==> src/sfpi_pkg.sv <==
// Shared constants, types and helpers for the serial flash pin interface
package sfpi_pkg;

    // ----------------------------------------
    // Constants
    // ----------------------------------------
    localparam int BYTE_BITS = 8;
    localparam int ADDR_W = 24;
    localparam int BLOCK_SHIFT = 16;
    localparam int CNT_W = 4;
    localparam int FIFO_DEPTH = 16;
    localparam logic [2:0] PROTECT_NONE = 3'h0;
    localparam logic [2:0] PROTECT_ALL = 3'h7;
    localparam logic [8:0] NUM_BLOCKS = 9'h100;
    localparam logic [8:0] ONE_BLOCK = 9'h001;
    localparam logic [3:0] OE_NONE = 4'hF;
    localparam logic [3:0] OE_SINGLE = 4'hD;
    localparam logic [3:0] OE_DUAL = 4'hC;
    localparam logic [3:0] OE_QUAD = 4'h0;
    localparam logic [CNT_W-1:0] STEP_SINGLE = 4'h1;
    localparam logic [CNT_W-1:0] STEP_DUAL = 4'h2;
    localparam logic [CNT_W-1:0] STEP_QUAD = 4'h4;
    localparam logic [CNT_W-1:0] CNT_BYTE = 4'h8;
    localparam logic [CNT_W-1:0] CNT_ZERO = 4'h0;

    // ----------------------------------------
    // Types
    // ----------------------------------------
    typedef enum logic [1:0] {
        LANE_SINGLE = 2'h0,
        LANE_DUAL = 2'h1,
        LANE_QUAD = 2'h3
    } sfpi_lane_t;

    typedef enum logic [1:0] {
        ST_POWERUP = 2'h0,
        ST_DESEL = 2'h1,
        ST_ACTIVE = 2'h3,
        ST_PAUSED = 2'h2
    } sfpi_state_t;

    typedef struct packed {
        logic sclk;
        logic cs_n;
        logic [3:0] io;
    } sfpi_pins_in_t;

    typedef struct packed {
        logic [3:0] io;
        logic [3:0] io_oe_n;
    } sfpi_pins_out_t;

    typedef struct packed {
        logic valid;
        logic [ADDR_W-1:0] addr;
    } sfpi_wreq_t;

    // ----------------------------------------
    // Helpers
    // ----------------------------------------
    // Quad needs the extra lanes released from control use
    function automatic sfpi_lane_t sfpi_eff_mode(input sfpi_lane_t m, input logic four_lane);
        if (m == LANE_QUAD && !four_lane) begin
            return LANE_SINGLE;
        end
        return m;
    endfunction

    function automatic logic [CNT_W-1:0] sfpi_step(input sfpi_lane_t m);
        unique case (m)
            LANE_DUAL: return STEP_DUAL;
            LANE_QUAD: return STEP_QUAD;
            default: return STEP_SINGLE;
        endcase
    endfunction

    // Top part of the array, growing by powers of two
    function automatic logic sfpi_in_area(input logic [ADDR_W-1:0] addr, input logic [2:0] bp);
        logic [8:0] first;
        first = NUM_BLOCKS - (ONE_BLOCK << (bp - 3'h1));
        if (bp == PROTECT_NONE) begin
            return 1'b0;
        end
        if (bp == PROTECT_ALL) begin
            return 1'b1;
        end
        return {1'b0, addr[ADDR_W-1:BLOCK_SHIFT]} >= first;
    endfunction

endpackage

==> src/sfpi_fifo.sv <==
// Flip-flop FIFO with valid/ready on both sides
`timescale 1ns/100ps
module sfpi_fifo
    import sfpi_pkg::*;
#(
    parameter int WIDTH = BYTE_BITS,
    parameter int DEPTH = FIFO_DEPTH
) (
    input wire logic clk_i,
    input wire logic srst_i,
    input wire logic in_valid_i,
    output logic in_ready_o,
    input wire logic [WIDTH-1:0] in_data_i,
    output logic out_valid_o,
    input wire logic out_ready_i,
    output logic [WIDTH-1:0] out_data_o
);
    localparam int AW = $clog2(DEPTH);

    logic [WIDTH-1:0] mem [DEPTH];
    logic [AW-1:0] wr_ptr, rd_ptr, next_wr_ptr, next_rd_ptr;
    logic [AW:0] count, next_count;
    logic push, pop;

    // ----------------------------------------
    // Next state
    // ----------------------------------------
    always_comb begin
        in_ready_o = (count != DEPTH[AW:0]);
        out_valid_o = (count != '0);
        out_data_o = mem[rd_ptr];
        push = in_valid_i && in_ready_o;
        pop = out_valid_o && out_ready_i;
        next_wr_ptr = push ? AW'(wr_ptr + 1'b1) : wr_ptr;
        next_rd_ptr = pop ? AW'(rd_ptr + 1'b1) : rd_ptr;
        next_count = count;
        if (push && !pop) begin
            next_count = (AW+1)'(count + 1'b1);
        end else if (pop && !push) begin
            next_count = (AW+1)'(count - 1'b1);
        end
    end

    // ----------------------------------------
    // Registers
    // ----------------------------------------
    always_ff @(posedge clk_i) begin
        if (srst_i) begin
            wr_ptr <= '0;
            rd_ptr <= '0;
            count <= '0;
        end else begin
            wr_ptr <= next_wr_ptr;
            rd_ptr <= next_rd_ptr;
            count <= next_count;
        end
        if (push) begin
            mem[wr_ptr] <= in_data_i;
        end
    end

endmodule

==> src/sfpi_flash_pins.sv <==
// Device-side pin interface of a serial flash memory
`timescale 1ns/100ps
module sfpi_flash_pins
    import sfpi_pkg::*;
#(
    parameter int RX_DEPTH = FIFO_DEPTH
) (
    input wire logic clk_i,
    input wire logic srst_i,
    input wire sfpi_pins_in_t pins_i,
    output sfpi_pins_out_t pins_o,
    input wire sfpi_lane_t lane_mode_i,
    input wire logic drive_out_i,
    input wire logic four_lane_enable_i,
    input wire logic [2:0] protect_area_bits_i,
    input wire logic op_busy_i,
    input wire sfpi_wreq_t wreq_i,
    output logic write_allowed_o,
    output logic write_ack_o,
    output logic [BYTE_BITS-1:0] rx_data_o,
    output logic rx_valid_o,
    input wire logic rx_ready_i,
    output logic rx_overrun_o,
    input wire logic [BYTE_BITS-1:0] tx_data_i,
    input wire logic tx_valid_i,
    output logic tx_ready_o,
    output logic selected_o,
    output logic standby_o
);

    // ----------------------------------------
    // Pin synchronisers
    // ----------------------------------------
    sfpi_pins_in_t sync1, sync2, prev;

    always_ff @(posedge clk_i) begin
        sync1 <= pins_i;
        sync2 <= sync1;
        prev <= sync2;
    end

    logic sclk_rise, sclk_fall, cs_fall, pause_n, protect_on;
    sfpi_lane_t mode;
    logic [CNT_W-1:0] step;

    always_comb begin
        sclk_rise = sync2.sclk && !prev.sclk;
        sclk_fall = !sync2.sclk && prev.sclk;
        cs_fall = prev.cs_n && !sync2.cs_n;
        pause_n = four_lane_enable_i || sync2.io[3];
        protect_on = !four_lane_enable_i && !sync2.io[2];
        mode = sfpi_eff_mode(lane_mode_i, four_lane_enable_i);
        step = sfpi_step(mode);
    end

    // ----------------------------------------
    // Select and pause state
    // ----------------------------------------
    sfpi_state_t state, next_state;

    always_comb begin
        next_state = state;
        unique case (state)
            ST_POWERUP: if (cs_fall) next_state = ST_ACTIVE;
            ST_DESEL: if (!sync2.cs_n) next_state = ST_ACTIVE;
            ST_ACTIVE: begin
                if (sync2.cs_n) begin
                    next_state = ST_DESEL;
                end else if (!pause_n) begin
                    next_state = ST_PAUSED;
                end
            end
            ST_PAUSED: begin
                if (sync2.cs_n) begin
                    next_state = ST_DESEL;
                end else if (pause_n) begin
                    next_state = ST_ACTIVE;
                end
            end
        endcase
    end

    always_ff @(posedge clk_i) begin
        if (srst_i) begin
            state <= ST_POWERUP;
        end else begin
            state <= next_state;
        end
    end

    // ----------------------------------------
    // Shifters and pins
    // ----------------------------------------
    logic [CNT_W-1:0] cnt, next_cnt, cnt_plus;
    logic [BYTE_BITS-1:0] shin, next_shin, shout, next_shout, cur;
    sfpi_pins_out_t next_pins;
    logic overrun, next_overrun, rx_push, rx_in_ready;
    logic [BYTE_BITS-1:0] rx_byte;
    logic live;

    always_comb begin
        live = (state == ST_ACTIVE);
        cnt_plus = CNT_W'(cnt + step);
        next_cnt = cnt;
        next_shin = shin;
        next_shout = shout;
        next_overrun = overrun;
        next_pins = pins_o;
        rx_push = 1'b0;
        rx_byte = shin;
        tx_ready_o = 1'b0;
        cur = shout;
        if (state != ST_ACTIVE && state != ST_PAUSED) begin
            next_cnt = CNT_ZERO;
            next_overrun = 1'b0;
        end
        if (live && !drive_out_i && sclk_rise) begin
            unique case (mode)
                LANE_DUAL: next_shin = {shin[BYTE_BITS-3:0], sync2.io[1:0]};
                LANE_QUAD: next_shin = {shin[BYTE_BITS-5:0], sync2.io[3:0]};
                default: next_shin = {shin[BYTE_BITS-2:0], sync2.io[0]};
            endcase
            rx_byte = next_shin;
            next_cnt = (cnt_plus == CNT_BYTE) ? CNT_ZERO : cnt_plus;
            if (cnt_plus == CNT_BYTE) begin
                rx_push = 1'b1;
                next_overrun = overrun || !rx_in_ready;
            end
        end
        if (live && drive_out_i && sclk_fall) begin
            if (cnt == CNT_ZERO) begin
                tx_ready_o = 1'b1;
                cur = tx_valid_i ? tx_data_i : '0;
            end
            unique case (mode)
                LANE_DUAL: next_pins.io[1:0] = cur[BYTE_BITS-1 -: 2];
                LANE_QUAD: next_pins.io = cur[BYTE_BITS-1 -: 4];
                default: next_pins.io[1] = cur[BYTE_BITS-1];
            endcase
            next_shout = cur << step;
            next_cnt = (cnt_plus == CNT_BYTE) ? CNT_ZERO : cnt_plus;
        end
        next_pins.io_oe_n = OE_NONE;
        if (live && drive_out_i) begin
            unique case (mode)
                LANE_DUAL: next_pins.io_oe_n = OE_DUAL;
                LANE_QUAD: next_pins.io_oe_n = OE_QUAD;
                default: next_pins.io_oe_n = OE_SINGLE;
            endcase
        end
    end

    always_ff @(posedge clk_i) begin
        if (srst_i) begin
            cnt <= CNT_ZERO;
            shin <= '0;
            shout <= '0;
            overrun <= 1'b0;
            pins_o <= '{io: '0, io_oe_n: OE_NONE};
        end else begin
            cnt <= next_cnt;
            shin <= next_shin;
            shout <= next_shout;
            overrun <= next_overrun;
            pins_o <= next_pins;
        end
    end

    assign rx_overrun_o = overrun;

    sfpi_fifo #(
        .WIDTH(BYTE_BITS),
        .DEPTH(RX_DEPTH)
    ) u_rx_fifo (
        .clk_i(clk_i),
        .srst_i(srst_i),
        .in_valid_i(rx_push),
        .in_ready_o(rx_in_ready),
        .in_data_i(rx_byte),
        .out_valid_o(rx_valid_o),
        .out_ready_i(rx_ready_i),
        .out_data_o(rx_data_o)
    );

    // ----------------------------------------
    // Protection and power status
    // ----------------------------------------
    logic next_allowed, next_ack, next_standby;

    always_comb begin
        next_ack = wreq_i.valid;
        next_allowed = write_allowed_o;
        if (wreq_i.valid) begin
            next_allowed = !(protect_on && sfpi_in_area(wreq_i.addr, protect_area_bits_i));
        end
        next_standby = (state == ST_DESEL || state == ST_POWERUP) && !op_busy_i;
    end

    always_ff @(posedge clk_i) begin
        if (srst_i) begin
            write_allowed_o <= 1'b0;
            write_ack_o <= 1'b0;
            standby_o <= 1'b0;
            selected_o <= 1'b0;
        end else begin
            write_allowed_o <= next_allowed;
            write_ack_o <= next_ack;
            standby_o <= next_standby;
            selected_o <= (next_state == ST_ACTIVE || next_state == ST_PAUSED);
        end
    end

    // ----------------------------------------
    // Checks
    // ----------------------------------------
    chk_desel_float: assert property (@(posedge clk_i) disable iff (srst_i)
        (state == ST_DESEL) |=> (pins_o.io_oe_n == OE_NONE)) else $error("lane driven while deselected");
    chk_pause_quiet: assert property (@(posedge clk_i) disable iff (srst_i)
        (state == ST_PAUSED) |=> (pins_o.io_oe_n == OE_NONE) && $stable(cnt)) else $error("activity during pause");
    chk_powerup_wait: assert property (@(posedge clk_i) disable iff (srst_i)
        (state == ST_POWERUP) && !cs_fall |=> (state == ST_POWERUP)) else $error("left power-up without select edge");
    chk_standby_busy: assert property (@(posedge clk_i) disable iff (srst_i)
        op_busy_i |=> !standby_o) else $error("standby while operation busy");
    chk_protect_block: assert property (@(posedge clk_i) disable iff (srst_i)
        wreq_i.valid && !four_lane_enable_i && !sync2.io[2] && sfpi_in_area(wreq_i.addr, protect_area_bits_i)
        |=> write_ack_o && !write_allowed_o) else $error("protected write allowed");
    chk_out_on_fall: assert property (@(posedge clk_i) disable iff (srst_i)
        !sclk_fall |=> $stable(pins_o.io)) else $error("output changed without falling edge");
    chk_byte_push: assert property (@(posedge clk_i) disable iff (srst_i)
        rx_push |-> (cnt_plus == CNT_BYTE) && sclk_rise && live) else $error("partial byte pushed");
    chk_sample_rise: assert property (@(posedge clk_i) disable iff (srst_i)
        live && !drive_out_i && sclk_rise && mode == LANE_SINGLE |=> shin[0] == $past(sync2.io[0]))
        else $error("lane 0 not sampled on rise");
    chk_single_lane: assert property (@(posedge clk_i) disable iff (srst_i)
        live && drive_out_i && mode == LANE_SINGLE |=> pins_o.io_oe_n == OE_SINGLE) else $error("bad single drive");
    chk_lane0_input: assert property (@(posedge clk_i) disable iff (srst_i)
        !drive_out_i |=> pins_o.io_oe_n[0]) else $error("lane 0 driven while receiving");
    chk_quad_lanes: assert property (@(posedge clk_i) disable iff (srst_i)
        !four_lane_enable_i |=> pins_o.io_oe_n[3:2] == 2'h3) else $error("upper lanes driven without quad");
    chk_quad_nopause: assert property (@(posedge clk_i) disable iff (srst_i)
        four_lane_enable_i && live && !sync2.cs_n |=> state == ST_ACTIVE) else $error("pause honoured in quad");
    chk_clock_stall: assert property (@(posedge clk_i) disable iff (srst_i)
        live && !sclk_rise && !sclk_fall && !sync2.cs_n && pause_n |=> $stable(cnt) && state == ST_ACTIVE)
        else $error("stopped clock disturbed transfer");

endmodule

==> config.mk <==
export PLATFORM = sky130hd
export DESIGN_NAME = sfpi_flash_pins
export DESIGN_NICKNAME = d
export VERILOG_FILES = /design/src/sfpi_pkg.sv /design/src/sfpi_fifo.sv /design/src/sfpi_flash_pins.sv
export SDC_FILE = /design/constraint.sdc
export NUM_CORES = 1
export LEC_CHECK = 0
export BUFFER_PORTS_ARGS = -buffer_cell sky130_fd_sc_hd__clkbuf_2
export CAP_MARGIN = 20
export CELL_PAD_IN_SITES_DETAIL_PLACEMENT = 0
export CELL_PAD_IN_SITES_GLOBAL_PLACEMENT = 1
export CORE_MARGIN = 2
export CORE_UTILIZATION = 49
export CTS_CLUSTER_DIAMETER = 30
export DETAILED_ROUTE_END_ITERATION = 8
export GPL_TIMING_DRIVEN = 0
export PLACE_DENSITY_LB_ADDON = 0.1
export SKIP_LAST_GASP = 1
export SYNTH_ARGS = -nofsm -noshare
export SYNTH_HDL_FRONTEND = slang
export SYNTH_SLANG_ARGS = --single-unit
export TNS_END_PERCENT = 1
==> constraint.sdc <==
create_clock -name clk_i -period 5.2 [get_ports clk_i]
set_input_delay 1.04 -clock clk_i [delete_from_list [all_inputs] [get_ports clk_i]]
set_output_delay 1.04 -clock clk_i [all_outputs]
set_load 0.02 [all_outputs]
==> results of run 1 <==
cells in the final DEF, fill, tap and decap left out, drive strengths merged, types with 11 or more instances in the layout:
cell	instances
ha	23
a211oi	11
o22ai	15
and3	14
edfxtp	128
nand3	15
a21oi	18
nor2	30
o21ai	16
mux4	40
dfxtp	65
nand2	23
buf	11
clkbuf	89
inv	27
and2	20
power groups by stage:
stage	Sequential, mW	Clock (mW)	Combinational [mW]
after floorplan	1.71	0	0.377
after global placement	1.72	0	0.484
after detailed placement	1.72	0	0.499
after CTS	1.69	1.37	0.501
after global routing	1.69	1.44	0.548
final	1.69	1.35	0.494
worst paths after layout:
check	start	end	cells after the start	slack, ns
worst max register to register	cnt[0]	u_rx_fifo.count[4]	16	1.39
worst max-delay path	lane_mode_i[1]	u_rx_fifo.count[4]	21	0.38
worst min register to register	sync1[1]	sync2[1]	0	0.33
worst min-delay path	sync1[1]	sync2[1]	0	0.33
worst register-to-register path, stage by stage, from the launching register on:
cell and delay, ns:
dfxtp_1 0.43, ha_1 0.21, inv_1 0.05, fa_1 0.37, xor2_1 0.19, and3b_1 0.22, nand2_1 0.13, nor3_4 0.24
clkbuf_4 0.26, ha_1 0.21, inv_1 0.11, fa_1 0.42, a21o_1 0.18, a21oi_1 0.18, xnor2_1 0.09, or3_1 0.30
a21oi_1 0.13
logic make-up (layout without fill, tap and decap cells):
kind of cell | count (synthesis) | in the layout | synth area share (%)
AOI/OAI and AO/OA | 86 | 86 | 6.89
xor gates and xnor gates | 12 | 12 | 1.29
adders and majority gates | 26 | 26 | 4.16
buffers and inverters | 48 | 135 | 2.36
DFF | 193 | 193 | 63.4
muxes | 53 | 53 | 12.8
and+or+nand+nor | 140 | 140 | 9.14
through the flow:
stage | total power [mW] | area (µm²)
finish | 3.53 | 9300
detailed placement | 2.22 | 8670
global route | 3.68 | 9300
CTS | 3.56 | 9290
global placement | 2.20 | 8660
floorplan | 2.09 | 8120
routing by layer:
metal	vias up	track usage, %
li1	2293	-
met4	0	7.47
met5	-	0
met2	140	35.3
met1	2407	25.9
met3	15	3.98
what timing repair did:
action | CTS | global route
endpoints found under the setup margin | 1 | 1
endpoints found under the hold margin | 0 | 0
gates resized for setup | 1 | 5
area by class of cell:
class	count	area [µm²]	area share, %
multi-input cells	317	2790	30.0
flip-flops and latches	193	5140	55.3
inverters	20	75.1	0.807
repair buffers	55	278	2.99
plain buffers	28	120	1.29
clock inverters	15	193	2.07
well taps	220	275	2.96
clock buffers	17	425	4.57
state kept, by name, summed over array words and instances (netlist names), named ones only:
signal	cells
state	2
shout	8
cnt	4
standby_o	1
u_rx_fifo.wr_ptr	4
u_rx_fifo.rd_ptr	4
u_rx_fifo.mem	128
u_rx_fifo.count	5
shin	8
sync2	6
write_ack_o	1
write_allowed_o	1
selected_o	1
sync1	6
rx_overrun_o	1
pins_o	7
prev	2
==> reports/results.ini, run 1 <==
[final_layout]
syn_to_final_growth_pct = 14.6
fillerInstances = 1319
layout.cells.non_filler = 865
n_antenna_cell = 0
postLayoutCoreUtil_pct = 56.7
finalNetCount = 708
drive_above_1_share_pct = 22.3

[power_and_ir_drop]
max-vdd-ir-drop_mv = 0.227
netSwitchingFraction_pct = 26.1
power_switching_mw = 0.923
combPwrFrac_pct = 14.0
intPower_mw = 2.61
power_density_nw_per_um2 = 379
clkPwrFrac_pct = 38.3
seqPwrFrac_pct = 47.8
p_leak_nw = 3.64

[route]
maxUsedRoutingLayer = met4
ant_nets = 0
drc = 0
wire_per_inst_um = 19.7
routed_wl_um = 17100
drtIter0Drc = 340
routed_via_density = 5.61
wl_met3_um = 661
wl_met1_um = 7200
wl_met2_um = 8930
drt-pass1-iter-count = 5
vias = 4855

[floorplanning]
dieHeight_um = 133
start_util_pct = 49.5
row_count = 47
die_w_um = 133
coreArea_um2 = 16400
die-area_um2 = 17600
io_pins = 74

[placed_design]
dpl.hpwl_um = 12000
dp_cells = 833
post-place-ws_ns = -0.531
io_buffers = 54
place.gp.congestion = 0.831

[yosys]
synthCells = 558
yosys_warnings = 0
ys_ff_latch = 193
yosysMostFrequentCell = edfxtp_1
synth.distinct_cells = 50
synthTopCellsByArea = edfxtp_1 47%, dfxtp_1 16%, mux4_2 11%, ha_1 3.5%, and2_1 1.5%
synth_top_area_share_pct = 47.4
syn_nets = 634
synth_edf_count = 128
async_flop_share_pct = 0
seq_area_frac_synth_pct = 63.4
syn_area_um2 = 8120
ys_top_cells_by_count = 128 x edfxtp_1, 65 x dfxtp_1, 40 x mux4_2
yosys.area.top_type = edfxtp_1
avgSynthCellArea_um2 = 14.5
yosys_most_used_dff = edfxtp_1

[global_route]
antenna_found_initial = 0
grt_first_pass_wirelength_um = 27000
grt_pass1_vias = 4948
grt_max_degree = 20
grt_usage_pct = 20.5
overflow = 0

[setup_path]
path_max_fanout = 10
cp-end-kind = flop
crit_family = adder cells
path_cells = clkbuf_2 -> nand2b_1 -> and2_1 -> clkbuf_1 -> inv_2 -> ha_1 -> inv_1 -> fa_1 -> xor2_1 -> and3b_1 -> nand2_1 -> nor3_4 -> clkbuf_4 -> ha_1 -> inv_1 -> fa_1 -> a21o_1 -> a21oi_1 -> xnor2_1 -> or3_1 -> a21oi_1
arrival_ns = 5.19
crit_slowest_cell = fa_1
crit_buf_inv = 6
critPathKind = input port to flop
cp-start-kind = input port
cp.required_ns = 5.57
slowest_delay_ns = 0.42

[cts]
htreeDepth = 4
cts_tree = built
clk_latency_ns = 0.44
cts_root_buffer = clkbuf_16
cts_inserted_buffers = 17
clk_pin_slew_ns = 0.07
cts_buffer_depth = 2
ctsHoldBuffers = 0
clock-sinks = 193
post_cts_buffers = 0

[sta]
fin_crit_ns = 4.82
relSlewSlack_pct = 37.5
finClkSkew_ns = 0.0146
hold_viol = 0
max_freq_ghz = 0.207
hold_ws_ns = 0.327
maxSlewViolCount = 0
fin_crit_sh_pct = 92.7
tns_ns = 0
worst_pin_slew_ns = 0.935
rsz0062_at_grt = false
finalSetupViolations = 0
worst_slack_ns = 0.378

[min_path]
holdCritPathClass = flop to flop

[outcome]
status = finished clean

[job]
maxCapViolations = 0

Power figures use the tool's default switching activity.
==> run 2: changes to the inputs <==
--- a/config.mk
+++ b/config.mk
@@ -10,7 +10,7 @@
 export CELL_PAD_IN_SITES_DETAIL_PLACEMENT = 0
 export CELL_PAD_IN_SITES_GLOBAL_PLACEMENT = 1
 export CORE_MARGIN = 2
-export CORE_UTILIZATION = 49
+export CORE_UTILIZATION = 45
 export CTS_CLUSTER_DIAMETER = 30
 export DETAILED_ROUTE_END_ITERATION = 8
 export GPL_TIMING_DRIVEN = 0
==> run 2 against run 1 <==
Wire length is 0.36% higher. Global-route usage is 1.5 points lower. Final cell count is 0.81% higher. Via count is 1.0% lower. Final area is 0.81% lower. Combinational power is 1% higher. Largest power group unchanged. Largest cell class unchanged. Clock power is 11% lower.
==> reports/results.ini, run 2 (synthesized netlist as in run 1, its figures left out) <==
[placed_design]
dp_cells = 842
io_buffers = 54
dpl.hpwl_um = 12200
dpl_cell_area_um2 = 8680
place.gp.congestion = 0.804

[floorplanning]
die-area_um2 = 19100
dieHeight_um = 138
row_count = 49
die_w_um = 138
start_util_pct = 45.5
io_pins = 74
coreArea_um2 = 17800

[global_route]
grt_first_pass_wirelength_um = 27500
grt_max_degree = 18
grt_pass1_vias = 4946
grt_usage_pct = 18.9
overflow = 0
antenna_found_initial = 0

[final_layout]
layout.cells.non_filler = 872
largest_reg_flops = 128
regMostFlops = u_rx_fifo.mem
postLayoutCoreUtil_pct = 51.7
final_common_cell = edfxtp_1
fin_area_um2 = 9230
layout_common_cells = 128 x edfxtp_1, 65 x dfxtp_1, 56 x clkbuf_2
syn_to_final_growth_pct = 13.7
n_antenna_cell = 0
fillerInstances = 1515
multi_input_area_um2 = 2790
seqCellArea_um2 = 5140
finalNetCount = 708
top_regs = u_rx_fifo.mem: 128 flops, shin: 8 flops, shout: 8 flops
drive_above_1_share_pct = 22.1

[route]
wire_per_inst_um = 19.6
routed_wl_um = 17100
drtIter0Drc = 271
ant_nets = 0
drt-pass1-iter-count = 4
vias = 4806
drc = 0
routed_via_density = 5.51

[power_and_ir_drop]
finalPower_mw = 3.38
power_density_nw_per_um2 = 367
max-vdd-ir-drop_mv = 0.239
p_leak_nw = 3.60

[setup_path]
arrival_ns = 5.19
cp.required_ns = 5.56
reg2reg_slack_ns = 1.41
path_max_fanout = 10
cp-end-kind = flop
cp-start-kind = input port
critPathKind = input port to flop

[sta]
maxSlewViolCount = 0
finClkSkew_ns = 0.00795
fin_crit_ns = 4.83
fin_crit_sh_pct = 92.9
relSlewSlack_pct = 46.2
worst_pin_slew_ns = 0.806
rsz0062_at_grt = false
max_freq_ghz = 0.207
hold_viol = 0
hold_ws_ns = 0.330
finalSetupViolations = 0

[cts]
clk_pin_slew_ns = 0.07
htreeDepth = 4
clk_latency_ns = 0.43
cts_buffer_depth = 2
cts_inserted_buffers = 17
cts_tree = built
clock-sinks = 193
cts_root_buffer = clkbuf_16

[outcome]
status = finished clean

[job]
maxCapViolations = 0

[min_path]
holdCritPathClass = flop to flop

[run 2: area by class of cell]
cell class	count	area share, %
inverter	20	0.814
multi-input combinational	317	30.3
sequential	193	55.8
clock buffer	17	4.61
buffer	28	1.32
tap	229	3.11
clock inverter	13	1.14
timing repair buffer	55	3.01
[run 2: worst paths after layout]
check | start | end | cells past startpoint
worst max-delay path | lane_mode_i[1] | u_rx_fifo.count[4] | 21
worst min-delay path | sync1[0] | sync2[0] | 0
worst max register to register | cnt[0] | u_rx_fifo.count[4] | 16
worst min register to register | sync1[0] | sync2[0] | 0
[run 2: metrics by stage]
stage               TNS (ns)  setup slack [ns]
floorplan                  0             0.321
global placement      -0.690            -0.494
detailed placement     -1.00            -0.584
CTS                        0            0.0489
global route               0            0.0240
finish                     0             0.369
[run 2: critical path, cell delays in order]
cell and delay (ns):
clkbuf_2 0.19, nand2b_1 0.10, and2_1 0.16, clkbuf_1 0.24, inv_2 0.18, ha_1 0.18
inv_1 0.05, fa_1 0.38, xor2_1 0.19, and3b_1 0.22, nand2_1 0.13, nor3_4 0.23
clkbuf_4 0.26, ha_1 0.21, inv_1 0.11, fa_1 0.43, a21o_1 0.19, a21oi_1 0.17
xnor2_1 0.09, or3_1 0.30, a21oi_1 0.13
[run 2: what timing repair did]
item | CTS | global route
endpoints found under the setup margin | 1 | 1
hold buffers | 0 | 0
cloned | 0 | 0
endpoints found under the hold margin | 0 | 0
resized for setup | 1 | 7
setup buffers | 0 | 0
[run 2: layer usage]
metal | GRT usage [%] | share of wire (%) | vias to the layer above | wire length, µm
met3 | 3.67 | 3.4 | 12 | 588
li1 | - | - | 2293 | -
met5 | 0 | 0 | - | 0
met4 | 6.34 | 1.2 | 0 | 199
met1 | 24.5 | 44 | 2392 | 7470
met2 | 32.4 | 52 | 109 | 8870
[run 2: power by group]
part | leakage [nW] | total (mW) | internal [mW] | switching (mW)
Clock | 0.260 | 1.20 | 0.618 | 0.582
Sequential | 1.90 | 1.68 | 1.65 | 0.0315
Combinational | 1.44 | 0.501 | 0.220 | 0.281
==> run 3: changes to the inputs <==
--- a/config.mk
+++ b/config.mk
@@ -14,7 +14,7 @@
 export CTS_CLUSTER_DIAMETER = 30
 export DETAILED_ROUTE_END_ITERATION = 8
 export GPL_TIMING_DRIVEN = 0
-export PLACE_DENSITY_LB_ADDON = 0.1
+export PLACE_DENSITY = 0.72
 export SKIP_LAST_GASP = 1
 export SYNTH_ARGS = -nofsm -noshare
 export SYNTH_HDL_FRONTEND = slang
==> run 3 against run 2 <==
Global-route usage decreased by 0.95 points. Final area increased by 0.20%. Register-to-register slack improved by 0.02 ns. Total power increased by 0.30%. Sequential cell count is the same. Die area unchanged. First-iteration DRC count grew 27%. Core utilization rose by 0.11 points. Combinational power fell by 3%. Critical endpoint unchanged. Highest routed layer unchanged.
==> reports/results.ini, run 3 (synthesized netlist as in run 1, its figures left out) <==
[placed_design]
io_buffers = 54
dp_cells = 842
dpl.hpwl_um = 11500
place.gp.congestion = 0.845

[power_and_ir_drop]
power_density_nw_per_um2 = 367
max-vdd-ir-drop_mv = 0.223
p_leak_nw = 3.61

[final_layout]
n_antenna_cell = 0
drive_above_1_share_pct = 22.2
largest_reg_flops = 128
final_common_cell = edfxtp_1
layout.cells.non_filler = 874
regMostFlops = u_rx_fifo.mem
top_regs = u_rx_fifo.mem: 128 flops, shin: 8 flops, shout: 8 flops
fillerInstances = 1499
finalNetCount = 708
syn_to_final_growth_pct = 13.9
layout_common_cells = 128 x edfxtp_1, 65 x dfxtp_1, 55 x clkbuf_2

[sta]
maxSlewViolCount = 0
finalSetupViolations = 0
relSlewSlack_pct = 46.0
fin_crit_ns = 4.79
fin_crit_sh_pct = 92.1
rsz0062_at_grt = false
max_freq_ghz = 0.209
worst_pin_slew_ns = 0.809
finClkSkew_ns = 0.00964
hold_ws_ns = 0.329
hold_viol = 0

[route]
drtIter0Drc = 344
drc = 0
wire_per_inst_um = 18.9
drt-pass1-iter-count = 5
routed_wl_um = 16500
routed_via_density = 5.57
vias = 4869
ant_nets = 0

[setup_path]
path_max_fanout = 10
arrival_ns = 5.14
slowest_delay_ns = 0.41
crit_family = adder cells
path_cells = clkbuf_2 -> nand2b_1 -> and2_1 -> clkbuf_1 -> inv_2 -> ha_1 -> inv_1 -> fa_1 -> xor2_1 -> and3b_1 -> nand2_1 -> nor3_4 -> clkbuf_4 -> ha_1 -> inv_1 -> fa_1 -> a21o_1 -> a21oi_1 -> xnor2_1 -> or3_1 -> a21oi_1
crit_slowest_cell = fa_1
crit_buf_inv = 6
reg2reg_slack_ns = 1.43
cp-end-kind = flop
r2r_end = u_rx_fifo.count[4]
critPathKind = input port to flop
worstReg2RegStart = cnt[0]
r2r.worst_path.cells = 16
cp.required_ns = 5.55
path_depth = 21
cp-start-kind = input port

[floorplanning]
row_count = 49
coreArea_um2 = 17800
die_w_um = 138
die-area_um2 = 19100
dieHeight_um = 138
start_util_pct = 45.5
io_pins = 74

[cts]
clk_pin_slew_ns = 0.07
clock-sinks = 193
clk_latency_ns = 0.43
htreeDepth = 4
cts_buffer_depth = 2
cts_root_buffer = clkbuf_16
post_cts_buffers = 0
cts_tree = built
cts_resized = 1
cts_inserted_buffers = 17
ctsHoldBuffers = 0

[global_route]
overflow = 0
antenna_found_initial = 0
grt_usage_pct = 18.0
grt_pass1_vias = 4895
grt_max_degree = 19
grt_first_pass_wirelength_um = 26400

[min_path]
min_from = sync1[2]
min_path_cells = 0
holdCritPathClass = flop to flop
hold_end = sync2[2]

[outcome]
status = finished clean

[job]
maxCapViolations = 0

-- run 3: changes by cell type in the layout (fill, tap and decap cells not counted), sizes merged --
| cell | delta |
|---|---|
| inv | +1 |
| clkbuf | +1 |
-- run 3: worst register-to-register path, stage by stage (launching register included) --
cell	delay (ns)
dfxtp_1	0.43
ha_1	0.22
inv_1	0.06
fa_1	0.37
xor2_1	0.20
and3b_1	0.21
nand2_1	0.13
nor3_4	0.23
clkbuf_4	0.25
ha_1	0.21
inv_1	0.11
fa_1	0.41
a21o_1	0.17
a21oi_1	0.18
xnor2_1	0.09
or3_1	0.30
a21oi_1	0.14
-- run 3: worst max path at each step --
stage,slack [ns],to,start
finish,0.41,u_rx_fifo.count[4],lane_mode_i[1]
global route,0.01,u_rx_fifo.count[4],four_lane_enable_i
CTS,0.08,u_rx_fifo.count[4],lane_mode_i[1]
detailed placement,-0.56,u_rx_fifo.count[4],lane_mode_i[1]
global placement,-0.45,u_rx_fifo.count[4],lane_mode_i[1]
floorplan,0.32,u_rx_fifo.count[4],lane_mode_i[1]
-- run 3: area by class of cell --
class                      instances  area (µm²)  share of cell area [%]
inverter                          20        75.1                   0.812
multi-input combinational        317        2790                    30.2
clock buffer                      18         429                    4.64
sequential                       193        5140                    55.6
tap                              229         287                    3.10
buffer                            28         120                    1.30
timing repair buffer              55         278                    3.00
clock inverter                    14         121                    1.31
-- run 3: layer usage --
metal / share of wire, % / GRT usage [%] / up-vias
met4: 1.6 / 5.75 / 0
met2: 50 / 30.4 / 148
li1: - / - / 2295
met3: 4.9 / 4.36 / 24
met1: 43 / 23.1 / 2402
met5: 0 / 0 / -
-- run 3: stage by stage --
stage | utilization (%) | setup WS [ns] | total power [mW] | setup TNS [ns] | instance area [µm²]
global placement | 48.6 | -0.449 | 2.20 | -0.559 | 8670
CTS | 51.8 | 0.0806 | 3.43 | 0 | 9240
global route | 51.8 | 0.0115 | 3.55 | 0 | 9250
finish | 51.8 | 0.409 | 3.40 | 0 | 9250
detailed placement | 48.7 | -0.556 | 2.22 | -0.878 | 8680
floorplan | - | 0.321 | 2.09 | 0 | 8120
-- run 3: power breakdown --
part           switching, mW  internal, mW  leakage (nW)
combinational          0.270         0.218          1.44
clock                  0.595         0.628         0.268
sequential            0.0316          1.65          1.90
total                  0.896          2.50          3.61
